<file path="config.mk">
export PLATFORM = sky130hd
export DESIGN_NAME = cpu_effective_address_unit
export DESIGN_NICKNAME = d
export VERILOG_FILES = /design/src/verilog/ea_pkg.sv /design/src/verilog/ea_mode_decode.sv /design/src/verilog/ea_bit_alter.sv /design/src/verilog/cpu_effective_address_unit.sv
export SDC_FILE = /design/constraint.sdc
export NUM_CORES = 1
export LEC_CHECK = 0
export BUFFER_PORTS_ARGS = -buffer_cell sky130_fd_sc_hd__buf_2
export CORE_ASPECT_RATIO = 0.7
export CORE_MARGIN = 2
export CORE_UTILIZATION = 36
export DETAILED_ROUTE_END_ITERATION = 12
export HOLD_SLACK_MARGIN = 0.08
export SETUP_SLACK_MARGIN = 0.02
export SYNTH_ARGS = -nofsm -noshare
export SYNTH_HDL_FRONTEND = slang
export SYNTH_HIERARCHICAL = 1
export SYNTH_SLANG_ARGS = --single-unit
</file>
<file path="constraint.sdc">
create_clock -name clk -period 6.45 [get_ports clk]
set_input_delay 1.29 -clock clk [delete_from_list [all_inputs] [get_ports clk]]
set_output_delay 1.29 -clock clk [all_outputs]
set_load 0.01 [all_outputs]
</file>
<file path="src/verilog/ea_pkg.sv">
// Shared constants for the effective-address unit
package ea_pkg;
  localparam int ADDR_W = 16;
  localparam int DATA_W = 8;
  localparam logic [7:0] DIRECT_HIGH = 8'h00;
  localparam logic [15:0] BIT_RMW_LIMIT = 16'h0080;
  localparam logic [15:0] PROG_BASE = 16'h0080;
  localparam logic [15:0] PC_STEP_1 = 16'h0001;
  localparam logic [15:0] PC_STEP_2 = 16'h0002;
  localparam logic [15:0] PC_STEP_3 = 16'h0003;
  localparam int OPC_BITNUM_LSB = 1;
  localparam int OPC_BITNUM_W = 3;
  localparam int OPC_BITCLR_POS = 0;
  typedef enum logic [3:0] {
    MODE_INH, MODE_IMM, MODE_DIR, MODE_EXT, MODE_IX0, MODE_IX1, MODE_IX2,
    MODE_REL, MODE_BSC, MODE_BTB
  } addr_mode_t;
  typedef enum logic [1:0] {
    OP_REG, OP_RMW, OP_TST, OP_JUMP
  } op_class_t;
endpackage

</file>
<file path="src/verilog/ea_mode_decode.sv">
// Opcode row to addressing mode and operand class
`timescale 1ns/1ps
module ea_mode_decode
  import ea_pkg::*;
(
  input wire logic [7:0] opcode, // Instruction opcode
  output addr_mode_t mode, // Decoded addressing mode
  output op_class_t op_class // Operation class
);
  always_comb begin
    mode = MODE_INH;
    op_class = OP_REG;
    case (opcode[7:4])
      4'h0: mode = MODE_BTB;
      4'h1: mode = MODE_BSC;
      4'h2: mode = MODE_REL;
      4'h3: begin
        mode = MODE_DIR;
        op_class = (opcode[3:0] == 4'hd) ? OP_TST : OP_RMW;
      end
      4'h4, 4'h5, 4'h8, 4'h9: mode = MODE_INH;
      4'h6: begin
        mode = MODE_IX1;
        op_class = (opcode[3:0] == 4'hd) ? OP_TST : OP_RMW;
      end
      4'h7: begin
        mode = MODE_IX0;
        op_class = (opcode[3:0] == 4'hd) ? OP_TST : OP_RMW;
      end
      4'ha: mode = MODE_IMM;
      4'hb: mode = MODE_DIR;
      4'hc: mode = MODE_EXT;
      4'hd: mode = MODE_IX2;
      4'he: mode = MODE_IX1;
      4'hf: mode = MODE_IX0;
      default: mode = MODE_INH;
    endcase
    if (opcode[7] && opcode[3:1] == 3'h6) begin
      op_class = OP_JUMP;
    end
  end
endmodule // ea_mode_decode

</file>
<file path="src/verilog/ea_bit_alter.sv">
// Bit set, clear and test on one data byte
`timescale 1ns/1ps
module ea_bit_alter
  import ea_pkg::*;
(
  input wire logic [7:0] data_in, // Byte read from memory
  input wire logic [2:0] bit_num, // Bit number
  input wire logic set_bit, // High sets, low clears
  output logic [7:0] data_out, // Altered byte
  output logic bit_value // Tested bit
);
  genvar g;
  generate
    for (g = 0; g < DATA_W; g++) begin : g_bit
      assign data_out[g] = (bit_num == 3'(g)) ? set_bit : data_in[g];
    end
  endgenerate
  assign bit_value = data_in[bit_num];
endmodule // ea_bit_alter

</file>
<file path="src/verilog/cpu_effective_address_unit.sv">
// Effective-address and program-counter advance unit
// Contract
// (RULE_01) Register/memory ops use A or X plus memory operand; jumps use PC.
// (RULE_02) Read-modify-write reads, alters, writes back; test op never writes.
// (RULE_03) Conditional branch adds signed offset when condition code test holds.
// (RULE_04) Inherent ops decode from opcode alone and fetch no operand bytes.
// (RULE_05) Immediate: address is PC+1, PC advances by two.
// (RULE_06) Direct: high byte zero, low byte from operand, PC plus two.
// (RULE_07) Extended: first operand high, second low, PC plus three.
// (RULE_08) Indexed no offset: address is 00:X, PC plus one.
// (RULE_09) Indexed 8-bit: X plus byte, carry to high, PC plus two.
// (RULE_10) Indexed 16-bit: X plus two-byte offset with carry, PC plus three.
// (RULE_11) Relative: PC+2 plus signed offset if taken, else PC+2.
// (RULE_12) Bit set/clear: two bytes, direct address, three-bit bit number.
// (RULE_13) Bit set/clear reaches the first 128 bytes.
// (RULE_14) Bit set/clear on program memory leaves it unchanged.
// (RULE_15) Bit test-and-branch reaches 256 locations, tested bit goes to carry.
// (RULE_16) Test-and-branch target is PC+3 plus signed third byte.
// (RULE_17) Address sums wrap modulo address space without exception.
`timescale 1ns/1ps
module cpu_effective_address_unit
  import ea_pkg::*;
(
  input wire logic clk, // Core clock
  input wire logic reset_n, // Synchronous reset, active low
  input wire logic clk_en, // Freezes all state when low
  input wire logic start, // Instruction bytes valid, begin
  input wire logic [7:0] opcode, // Opcode byte at PC
  input wire logic [7:0] operand1, // Byte at PC+1
  input wire logic [7:0] operand2, // Byte at PC+2
  input wire logic [15:0] pc, // Opcode address
  input wire logic [7:0] acc, // Accumulator
  input wire logic [7:0] index_x, // Index register
  input wire logic branch_cond, // Condition code test result
  input wire logic [7:0] mem_rdata, // Read data from memory
  output logic [7:0] addr_high, // Address bus high half
  output logic [7:0] addr_low, // Address bus low half
  output logic [15:0] effective_address, // Effective address
  output logic [15:0] pc_next, // Next program counter
  output logic [7:0] first_operand, // A or X, or PC low for jumps
  output logic mem_rd, // Read strobe
  output logic mem_wr, // Write strobe
  output logic [7:0] mem_wdata, // Write data
  output logic carry_load, // Load carry flag
  output logic carry_value, // Value for carry flag
  output logic jump_taken, // PC replaced by target
  output logic done // Instruction addressing complete
);
  typedef enum {ST_IDLE, ST_READ, ST_WRITE} st_t;
  st_t state_r;
  addr_mode_t mode, mode_r;
  op_class_t op_class, class_r;
  logic [7:0] opc_r, op1_r, op2_r;
  logic [15:0] pc_r;
  logic [15:0] ea_nxt, pcn_nxt;
  logic [8:0] ix_sum;
  logic [7:0] bit_out;
  logic bit_val;
  logic take; // Start accepted at this edge
  logic needs_read;
  logic bsc_write;
  logic rmw_write;
  logic btb_taken;
  logic [15:0] btb_target;
  logic x_first;

  ea_mode_decode u_dec (
    .opcode(opcode),
    .mode(mode),
    .op_class(op_class)
  );

  ea_bit_alter u_bit (
    .data_in(mem_rdata),
    .bit_num(opc_r[OPC_BITNUM_LSB +: OPC_BITNUM_W]), // RULE_12
    .set_bit(~opc_r[OPC_BITCLR_POS]),
    .data_out(bit_out),
    .bit_value(bit_val)
  );

  // Address and PC advance for the opcode being started
  always_comb begin
    ix_sum = {1'b0, index_x} + {1'b0, (mode == MODE_IX2) ? operand2 : operand1};
    ea_nxt = pc + PC_STEP_1;
    pcn_nxt = pc + PC_STEP_1;
    case (mode)
      MODE_INH: begin
        ea_nxt = pc; // RULE_04
        pcn_nxt = pc + PC_STEP_1; // RULE_04
      end
      MODE_IMM: begin
        ea_nxt = pc + PC_STEP_1; // RULE_05
        pcn_nxt = pc + PC_STEP_2; // RULE_05
      end
      MODE_DIR, MODE_BSC: begin
        ea_nxt = {DIRECT_HIGH, operand1}; // RULE_06 RULE_12
        pcn_nxt = pc + PC_STEP_2; // RULE_06 RULE_12
      end
      MODE_EXT: begin
        ea_nxt = {operand1, operand2}; // RULE_07
        pcn_nxt = pc + PC_STEP_3; // RULE_07
      end
      MODE_IX0: begin
        ea_nxt = {DIRECT_HIGH, index_x}; // RULE_08
        pcn_nxt = pc + PC_STEP_1; // RULE_08
      end
      MODE_IX1: begin
        ea_nxt = {7'h00, ix_sum}; // RULE_09
        pcn_nxt = pc + PC_STEP_2; // RULE_09
      end
      MODE_IX2: begin
        ea_nxt = {operand1 + {7'h00, ix_sum[8]}, ix_sum[7:0]}; // RULE_10 RULE_17
        pcn_nxt = pc + PC_STEP_3; // RULE_10
      end
      MODE_REL: begin
        // Signed offset from the next opcode, wraps at 64K
        ea_nxt = pc + PC_STEP_2 + {{8{operand1[7]}}, operand1}; // RULE_11 RULE_17
        pcn_nxt = branch_cond ? ea_nxt : pc + PC_STEP_2; // RULE_03 RULE_11
      end
      MODE_BTB: begin
        ea_nxt = {DIRECT_HIGH, operand1}; // RULE_15
        pcn_nxt = pc + PC_STEP_3 + {{8{operand2[7]}}, operand2}; // RULE_16 RULE_17
      end
      default: begin
        ea_nxt = pc;
        pcn_nxt = pc + PC_STEP_1;
      end
    endcase
  end

  // Latch the instruction for the memory phases
  always_ff @(posedge clk) begin
    if (!reset_n) begin
      opc_r <= 8'h00;
      op1_r <= 8'h00;
      op2_r <= 8'h00;
      pc_r <= 16'h0000;
      mode_r <= MODE_INH;
      class_r <= OP_REG;
    end else if (clk_en && start && state_r == ST_IDLE) begin
      opc_r <= opcode;
      op1_r <= operand1;
      op2_r <= operand2;
      pc_r <= pc;
      mode_r <= mode;
      class_r <= op_class;
    end
  end

  // Only an idle unit accepts; starts while busy are ignored
  assign take = clk_en && start && state_r == ST_IDLE;
  // Inherent, immediate, relative and jumps need no data read
  assign needs_read = mode == MODE_BSC || mode == MODE_BTB ||
    (op_class != OP_JUMP && mode != MODE_INH &&
    mode != MODE_REL && mode != MODE_IMM); // RULE_04
  // Bit ops above the RAM and I/O page never write, so program memory keeps its bytes
  assign bsc_write = mode_r == MODE_BSC &&
    {DIRECT_HIGH, op1_r} < BIT_RMW_LIMIT; // RULE_13 RULE_14
  // Test op only reads; other read-modify-write ops write back
  assign rmw_write = mode_r != MODE_BSC && mode_r != MODE_BTB &&
    class_r == OP_RMW; // RULE_02
  // Branch sense: low opcode bit set branches on a clear bit
  assign btb_taken = clk_en && state_r == ST_READ && mode_r == MODE_BTB &&
    (bit_val ^ opc_r[OPC_BITCLR_POS]); // RULE_16
  assign btb_target = pc_r + PC_STEP_3 + {{8{op2_r[7]}}, op2_r}; // RULE_16 RULE_17
  assign x_first = opcode[3:0] == 4'he || opcode[3:0] == 4'hf || opcode[3:0] == 4'h3;

  // Address bus halves stand until the next accepted instruction
  always_ff @(posedge clk) begin
    if (!reset_n) begin
      effective_address <= 16'h0000;
      addr_high <= 8'h00;
      addr_low <= 8'h00;
    end else if (take) begin
      effective_address <= ea_nxt; // RULE_17
      addr_high <= ea_nxt[15:8]; // RULE_06 RULE_09 RULE_10
      addr_low <= ea_nxt[7:0]; // RULE_08 RULE_09 RULE_10
    end
  end

  // Test-and-branch starts at PC+3 and moves to the target after the read
  always_ff @(posedge clk) begin
    if (!reset_n) begin
      pc_next <= 16'h0000;
    end else if (take) begin
      if (op_class == OP_JUMP) begin
        pc_next <= ea_nxt; // RULE_01
      end else if (mode == MODE_BTB) begin
        pc_next <= pc + PC_STEP_3; // RULE_16
      end else begin
        pc_next <= pcn_nxt;
      end
    end else if (btb_taken) begin
      pc_next <= btb_target; // RULE_16
    end
  end

  // Jumps carry the PC; the rest pair A or X with the memory operand
  always_ff @(posedge clk) begin
    if (!reset_n) begin
      first_operand <= 8'h00;
    end else if (take) begin
      if (op_class == OP_JUMP) begin
        first_operand <= pc[7:0]; // RULE_01
      end else if (x_first) begin
        first_operand <= index_x; // RULE_01
      end else begin
        first_operand <= acc; // RULE_01
      end
    end
  end

  always_ff @(posedge clk) begin
    if (!reset_n) begin
      jump_taken <= 1'b0;
    end else if (take) begin
      jump_taken <= op_class == OP_JUMP || (mode == MODE_REL && branch_cond); // RULE_03
    end else if (btb_taken) begin
      jump_taken <= 1'b1; // RULE_16
    end
  end

  // Memory phase sequencing
  always_ff @(posedge clk) begin
    if (!reset_n) begin
      state_r <= ST_IDLE;
    end else if (clk_en) begin
      case (state_r)
        ST_IDLE: begin
          if (start && needs_read) begin
            state_r <= ST_READ;
          end
        end
        ST_READ: begin
          if (bsc_write || rmw_write) begin
            state_r <= ST_WRITE;
          end else begin
            state_r <= ST_IDLE;
          end
        end
        ST_WRITE: begin
          state_r <= ST_IDLE;
        end
        default: begin
          state_r <= ST_IDLE;
        end
      endcase
    end
  end

  // Strobes are one-cycle pulses
  always_ff @(posedge clk) begin
    if (!reset_n) begin
      mem_rd <= 1'b0;
    end else if (clk_en) begin
      mem_rd <= take && needs_read;
    end
  end

  always_ff @(posedge clk) begin
    if (!reset_n) begin
      mem_wr <= 1'b0;
      mem_wdata <= 8'h00;
    end else if (clk_en) begin
      mem_wr <= state_r == ST_READ && (bsc_write || rmw_write);
      if (state_r == ST_READ && bsc_write) begin
        mem_wdata <= bit_out; // RULE_12
      end else if (state_r == ST_READ && rmw_write) begin
        // ALU sits outside; the byte goes back as read
        mem_wdata <= mem_rdata; // RULE_02
      end
    end
  end

  always_ff @(posedge clk) begin
    if (!reset_n) begin
      carry_load <= 1'b0;
      carry_value <= 1'b0;
    end else if (clk_en) begin
      carry_load <= state_r == ST_READ && mode_r == MODE_BTB; // RULE_15
      if (state_r == ST_READ && mode_r == MODE_BTB) begin
        carry_value <= bit_val; // RULE_15
      end
    end
  end

  // Done closes every instruction, one to three cycles after the start
  always_ff @(posedge clk) begin
    if (!reset_n) begin
      done <= 1'b0;
    end else if (clk_en) begin
      case (state_r)
        ST_IDLE: begin
          done <= start && !needs_read; // RULE_04
        end
        ST_READ: begin
          done <= !(bsc_write || rmw_write);
        end
        ST_WRITE: begin
          done <= 1'b1;
        end
        default: begin
          done <= 1'b0;
        end
      endcase
    end
  end
endmodule // cpu_effective_address_unit

</file>
# Word level (Yosys, flattened, before mapping)
# Index checks and enable logic that the tools add are counted.
[word_totals] register_bits=144 in_bits=69 elab_cells=158
[op_classes] muxes=32 bitwise_logic=2 n_eq_ne=49 n_addsub=8 n_reduce_logical=46 magnitude_cmp=2
[op_table] operator="case mux 16 bit (7 select lines)" n=1
[op_table] operator="two-way mux 16 bit" n=5
[op_table] operator="== test 32 x 2 -> 1 bit, second input constant" n=2
[op_table] operator="zero test 32 bit" n=2
[op_table] operator="case mux 32 bit (2 select lines)" n=1
[op_table] operator="== test 4 bit, second input constant" n=15
[op_table] operator="adder 16 x 2 -> 16 bit, second input constant" n=3
[op_table] operator="case mux 16 bit (3 select lines)" n=1
[op_table] operator="two-way mux 8 bit" n=5
[op_table] operator="case mux 4 bit (10 select lines)" n=1
[op_table] operator="adder 16 bit" n=2
[op_table] operator="== test 32 x 1 -> 1 bit, second input constant" n=1
[op_table] operator="== test 4 x 3 -> 1 bit, second input constant" n=8
[op_table] operator="two-way mux 32 bit" n=1
[op_table] operator="== test 4 x 2 -> 1 bit, second input constant" n=5
[op_table] operator="logical AND 1 bit" n=20
[op_table] operator="adder 16 x 1 -> 16 bit, second input constant" n=1
[op_table] operator="== test 3 bit, second input constant" n=5
[op_table] operator="two-way mux 1 bit" n=11
[op_table] operator="adder 8 x 8 -> 9 bit" n=1
[op_table] operator="adder 8 x 1 -> 8 bit" n=1
[op_table] operator="== test 4 x 1 -> 1 bit, second input constant" n=2
[op_table] operator="less-than comparator 8 bit, second input constant" n=1
[op_table] operator="two-way mux 2 bit" n=4
[op_table] operator="other kinds (23)" n=40

# Longest topological paths before layout
[depth] ltp_word=12 ltp_mapped=28 ltp_nobuf=25

# Modules after synthesis
# Netlist, hierarchy kept.
[by_module_without_submodules] module="cpu_effective_address_unit" area_per_inst_um2=8314.2 cells_per_inst=1164 n_inst=1
[by_module_without_submodules] module="ea_bit_alter" area_per_inst_um2=227.7 cells_per_inst=22 n_inst=1
[by_module_without_submodules] module="ea_mode_decode" area_per_inst_um2=147.6 cells_per_inst=20 n_inst=1

# Worst setup path after synthesis
# Ideal clock, no wire load.
[synth_timing] path_kind="input to register" from="input opcode[7]" to="register pc_next[15]" arrival_time_ns=5.845 slack_ns=0.531 stages=23 setup_ns=0.074 path_cell_list="buf_6 nor2b_1 o31ai_2 buf_2 inv_2 nor3_1 clkbuf_1 o21ai_0 fa_1 a21o_1 a21oi_1 o21bai_1 a2111oi_0 nor2_1 ha_1 and3_1 and3_1 a31oi_1 o21ai_0 o221ai_1 a21oi_1 or3_1 a31oi_1"
[synth_between] elab_chain_len=10 word_cells_on_any_way=46 classes_between="add/sub (2); eq/ne (25); mux (9); reduce/logical (10)"
[synth_rtl] item="start: declaration" line_no="cpu_effective_address_unit.sv:28" text="input wire logic [7:0] opcode,"
[synth_rtl] item="== test 4 x 3 -> 1 bit, or another cell as far along" line_no="ea_mode_decode.sv:13" text="case (opcode[7:4])"
[synth_rtl] item="OR reduction 4 bit or OR reduction 2 bit (tied branches)"
[synth_rtl] item="case mux 4 bit (10 select lines) *" line_no="ea_mode_decode.sv:13"
[synth_rtl] item="via mode[1]" line_no="cpu_effective_address_unit.sv:51" text="addr_mode_t mode, mode_r;"
[synth_rtl] item="== test 4 x 3 -> 1 bit" line_no="cpu_effective_address_unit.sv:83, cpu_effective_address_unit.sv:86"
[synth_rtl] item="two-way mux 8 bit" line_no="cpu_effective_address_unit.sv:83" text="ix_sum = {1'b0, index_x} + {1'b0, (mode == MODE_IX2) ? operand2 : operand1};"
[synth_rtl] item="adder 8 x 8 -> 9 bit" line_no="cpu_effective_address_unit.sv:83"
[synth_rtl] item="adder 8 x 1 -> 8 bit" line_no="cpu_effective_address_unit.sv:112" text="ea_nxt = {operand1 + {7'h00, ix_sum[8]}, ix_sum[7:0]};"
[synth_rtl] item="case mux 16 bit (7 select lines)" line_no="cpu_effective_address_unit.sv:86" text="case (mode)"
[synth_rtl] item="two-way mux 16 bit *" line_no="cpu_effective_address_unit.sv:186" text="if (op_class == OP_JUMP) begin"
[synth_rtl] item="two-way mux 16 bit *" line_no="cpu_effective_address_unit.sv:185" text="end else if (take) begin"
[synth_rtl] item="end signal: assignment" line_no="cpu_effective_address_unit.sv:187" text="pc_next <= ea_nxt;"
[synth_rtl] item="end signal: assignment" line_no="cpu_effective_address_unit.sv:189" text="pc_next <= pc + PC_STEP_3;"
[synth_rtl] item="end signal: assignment" line_no="cpu_effective_address_unit.sv:191" text="pc_next <= pcn_nxt;"
[synth_rtl] item="end: declaration" line_no="cpu_effective_address_unit.sv:39" text="output logic [15:0] pc_next,"
# The timed path passes the listed nets; every way through them passes the cells marked *.
# A chain may end at the register's enable or synchronous reset.

# Final worst setup path
[layout_timing] from="input opcode[6]" to="register pc_next[12]"
# The elaborated chain is that of the path after synthesis.

==> results.txt <==
The top cell types in the final layout, fill and taps aside, are 175 x nand2_1, 141 x a21oi_1, 138 x buf_2. The number of core rows is between 40 and 50. The final hold violation count was 0. At the worst endpoint, the required time is 6700 ps. At the end of routability-driven placement, the weighted congestion stood at between 0.9 and 1. The worst-case headroom to the max-slew limit is between 20% and 30%. The power density over the cells came out at 189.1 nW/µm². Once the clock tree was built, the resizer swapped 0 gates to a different size. The worst hold path belongs to the class reg -> reg. The detailed placement HPWL is approximately 26 mm.

The TritonCTS clock tree is built. The cell count after synthesis is 1206. The clock latency on the worst-skew pair came out at approximately 360 ps. In this run the worst setup path begins at opcode[6]. The net count after synthesis is roughly 1300. The endpoint identified for the worst register-to-register timing path is pc_next[13].

After synthesis, flip-flops and latches occupy between 20% and 30% of the total area. The top fanout value on the critical path is 15. The most critical setup path has its endpoint at pc_next[12]. In this run the remaining antenna-violating nets after routing total 0. The die is approximately 190 µm wide.

In the routed layout, each cell is associated on average with a via count of 5.976. The signed area change from the synthesized netlist to the final layout is 12.40%. The portion of total power attributed to sequential cells came out at between 30% and 40%. The initial antenna violation count came out at 0. STA classifies the critical path startpoint as an input pin.

The net count of the finished layout is around 1400. The pin count of the biggest net entering global routing is 52. The register-to-register setup slack is about 3200 ps.

Across every metal layer, demand over resource in global routing totals 26.74%. In the final routed layout, each cell accounts on average for approximately 22 µm. Setup repair after global routing left no endpoint under its margin. The clock buffer count from CTS came out at 9. The switching part of the total came out at 37.03%. By startpoint and endpoint, the worst setup path is classified as in -> reg. The worst setup path is captured at a flop. The internal power of the cells came out at roughly 0.0012 W.

The netlist uses 83 different library cells. The final-report setup violation count is 0. The share of final-layout standard cells stronger than drive strength 1 is between 10% and 20%. The filler cell count came out at 2491. The floorplan step defined a core boundary enclosing 23700 µm². The clock network fraction of design power is 31.5%. The part of the total power dissipated in combinational logic is a little over a third. The final route contains roughly 9500 vias.

The post-layout instance area came out at about 9800 µm². The run finished with clean final reports. The count of yosys warnings during synthesis is 6. The effective utilization at floorplan came out at a little over a third. The final worst-path cycle share is between 80% and 90%. The final wirelength came out at around 35 mm. The count of buffers added by post-CTS timing repair for setup is 0. The cell area after synthesis is ~8700 µm². The count of placed standard cells including taps is 1580. The tool flagged a number of max-cap violations equal to 0. The mean area per synthesized cell came out at ~7 µm².

The via count of the first global-routing pass came out at ~8600. In the routed design, unresolved DRC markers number 0. The startpoint identified for the worst register-to-register timing path is opc_r[1]. In this run the number of H-tree levels came out at 3. The boundary pin count came out at roughly 140. The depth of the worst register-to-register path came out at 8. The clock arrives with 11.47 ps of skew. Summed over its instances, the top area cell type makes up between 20% and 30% of the synthesized netlist area. The quantity of I/O buffers inserted on ports is ~140. The prevailing post-synth register cell is dfxtp_1. The library cell used as clock root buffer is clkbuf_16.

The maximum clock frequency is around 180 MHz. The number of DRC markers in iteration 0 is around 1200. The repair_antennas step left the layout with diodes totalling 0. Summed over all layers, the global routing overflow is 0.

The cell type with the highest aggregate area in the netlist is dfxtp_1. Leaving out fill and tap cells, the most frequent cell in the layout is nand2_1. The number of hold buffers added after CTS was 0. Sorting the synthesized cells by area gives the leading types as dfxtp_1 21%, ha_1 8.4%, a21oi_1 8.2%. The arrival time at the worst endpoint came out at 5910 ps.

The register bit count reported by yosys came out at 91. The final critical-path required period is approximately 5700 ps. After synthesis, the share of flip-flops with an asynchronous set or reset is 0%.

The worst-case vdd ir drop came out at approximately 0.14 mV. The count of flip-flops with a built-in enable after synthesis is 0. The leakage power of the design is just over 4 nW.

The final instance count without filler cells came out at 1596. The clock net sink count came out at ~90. The first-pass detailed-route iteration total is 7. The switching power summed over all nets came out at approximately 0.0007 W. The actual slew at the worst max-slew pin came out at about 1200 ps. After clock tree synthesis, the clock-pin slew on the worst setup and hold paths is about 70 ps. The post-route setup TNS is 0 ps. The die area is around 25000 µm².

The instance area after placement is approximately 9400 µm². The largest buffer count on any clock path is 2. The die span in y is 134.0 µm. The number of slew-limit violations in the final report came to 0. The first global-routing pass estimated 51.98 mm of wire.
-- how the worst min path moves through the flow --
stage,from,endpoint,slack [ps],cells after the start
2_1_floorplan,class_r[0],class_r[0],430,2
3_3_place_gp,class_r[0],class_r[0],440,2
3_5_place_dp,class_r[0],class_r[0],440,2
4_1_cts,class_r[0],class_r[0],450,2
5_1_grt,mode_r[1],mode_r[1],470,2
6_report,class_r[0],class_r[0],450,2
-- synth_stat cells (22+ instances only) --
master,instances
ha_1,58
a21oi_1,142
xor2_1,23
nor2_1,114
nand3_1,22
dfxtp_1,91
clkbuf_1,52
o21ai_0,70
nand2_1,175
inv_1,30
a211oi_1,27
mux2i_1,24
xnor2_1,41
-- registers in the layout, summed over array words and instances, names as in the netlist --
name	cells
mem_rd	1
mode_r	4
carry_load	1
pc_r	16
first_operand	8
opc_r	4
jump_taken	1
addr_high	8
done	1
addr_low	7
carry_value	1
effective_address	1
class_r	2
mem_wr	1
mem_wdata	8
pc_next	16
op2_r	8
state_r	2
op1_r	1
-- metal layers --
| layer | share of wire [%] | track usage (%) | up-vias |
|---|---|---|---|
| li1 | - | - | 4475 |
| met1 | 47 | 40.31 | 4440 |
| met2 | 39 | 37.59 | 545 |
| met3 | 11 | 6.070 | 78 |
| met4 | 2.7 | 7.321 | 0 |
| met5 | 0 | 0 | - |
-- final cells by class --
cell class / instances / area, µm² / area share [%]
Multi-Input combinational cell: 988 / 6317 / 64.68
Inverter: 31 / 116.4 / 1.191
Clock buffer: 10 / 229.0 / 2.344
Timing Repair Buffer: 152 / 795.8 / 8.148
Tap cell: 318 / 397.9 / 4.074
Clock inverter: 6 / 88.84 / 0.9096
Sequential cell: 91 / 1822 / 18.65
-- per-stage QoR --
step	setup WS (ps)	hold WS (ps)	util, %	total power (W)
2_1_floorplan	531.2	431.5	-	0.001044
3_3_place_gp	682.0	441.3	39.87	0.001252
3_5_place_dp	534.3	443.4	39.87	0.001255
4_1_cts	906.7	453.4	41.21	0.001837
5_1_grt	367.4	471.6	41.21	0.001930
6_report	787.8	452.2	41.21	0.001847
-- logic make-up (layout without fill, tap and decap cells) --
logic type,after synthesis,after routing,synth area share [%]
compound gates,402,402,29.68
xor+xnor,64,64,6.451
fa+ha+maj,61,61,9.043
buf+inv,127,199,6.739
flops,91,91,20.96
mux,35,35,4.536
simple gates,426,426,22.59
-- power groups by stage --
stage | combinational, W | sequential [W] | clock [W]
after global routing | 0.000700 | 0.000619 | 0.000611
after floorplan | 0.000416 | 0.000628 | 0
after detailed placement | 0.000626 | 0.000629 | 0
after CTS | 0.000630 | 0.000616 | 0.000591
after global placement | 0.000624 | 0.000628 | 0
final | 0.000649 | 0.000617 | 0.000581
-- critical path, stage by stage --
cell and delay (ps):
buf_2 160, o21ba_2 250, o21ai_2 60, nand2b_1 160
nor3_1 80, buf_4 210, nand2_1 80, nand2_1 50
ha_1 200, fa_1 410, a21o_1 200, a21oi_1 220
o21bai_1 130, a2111oi_0 470, buf_4 210, nor2_1 50
ha_1 240, ha_1 210, and3_1 210, nand2_1 70
nor2_1 40, a21oi_1 130, o311ai_0 210, a22oi_1 230
o2111ai_1 150, o211a_1 200
No activity file was read; power rests on OpenSTA's default activity.
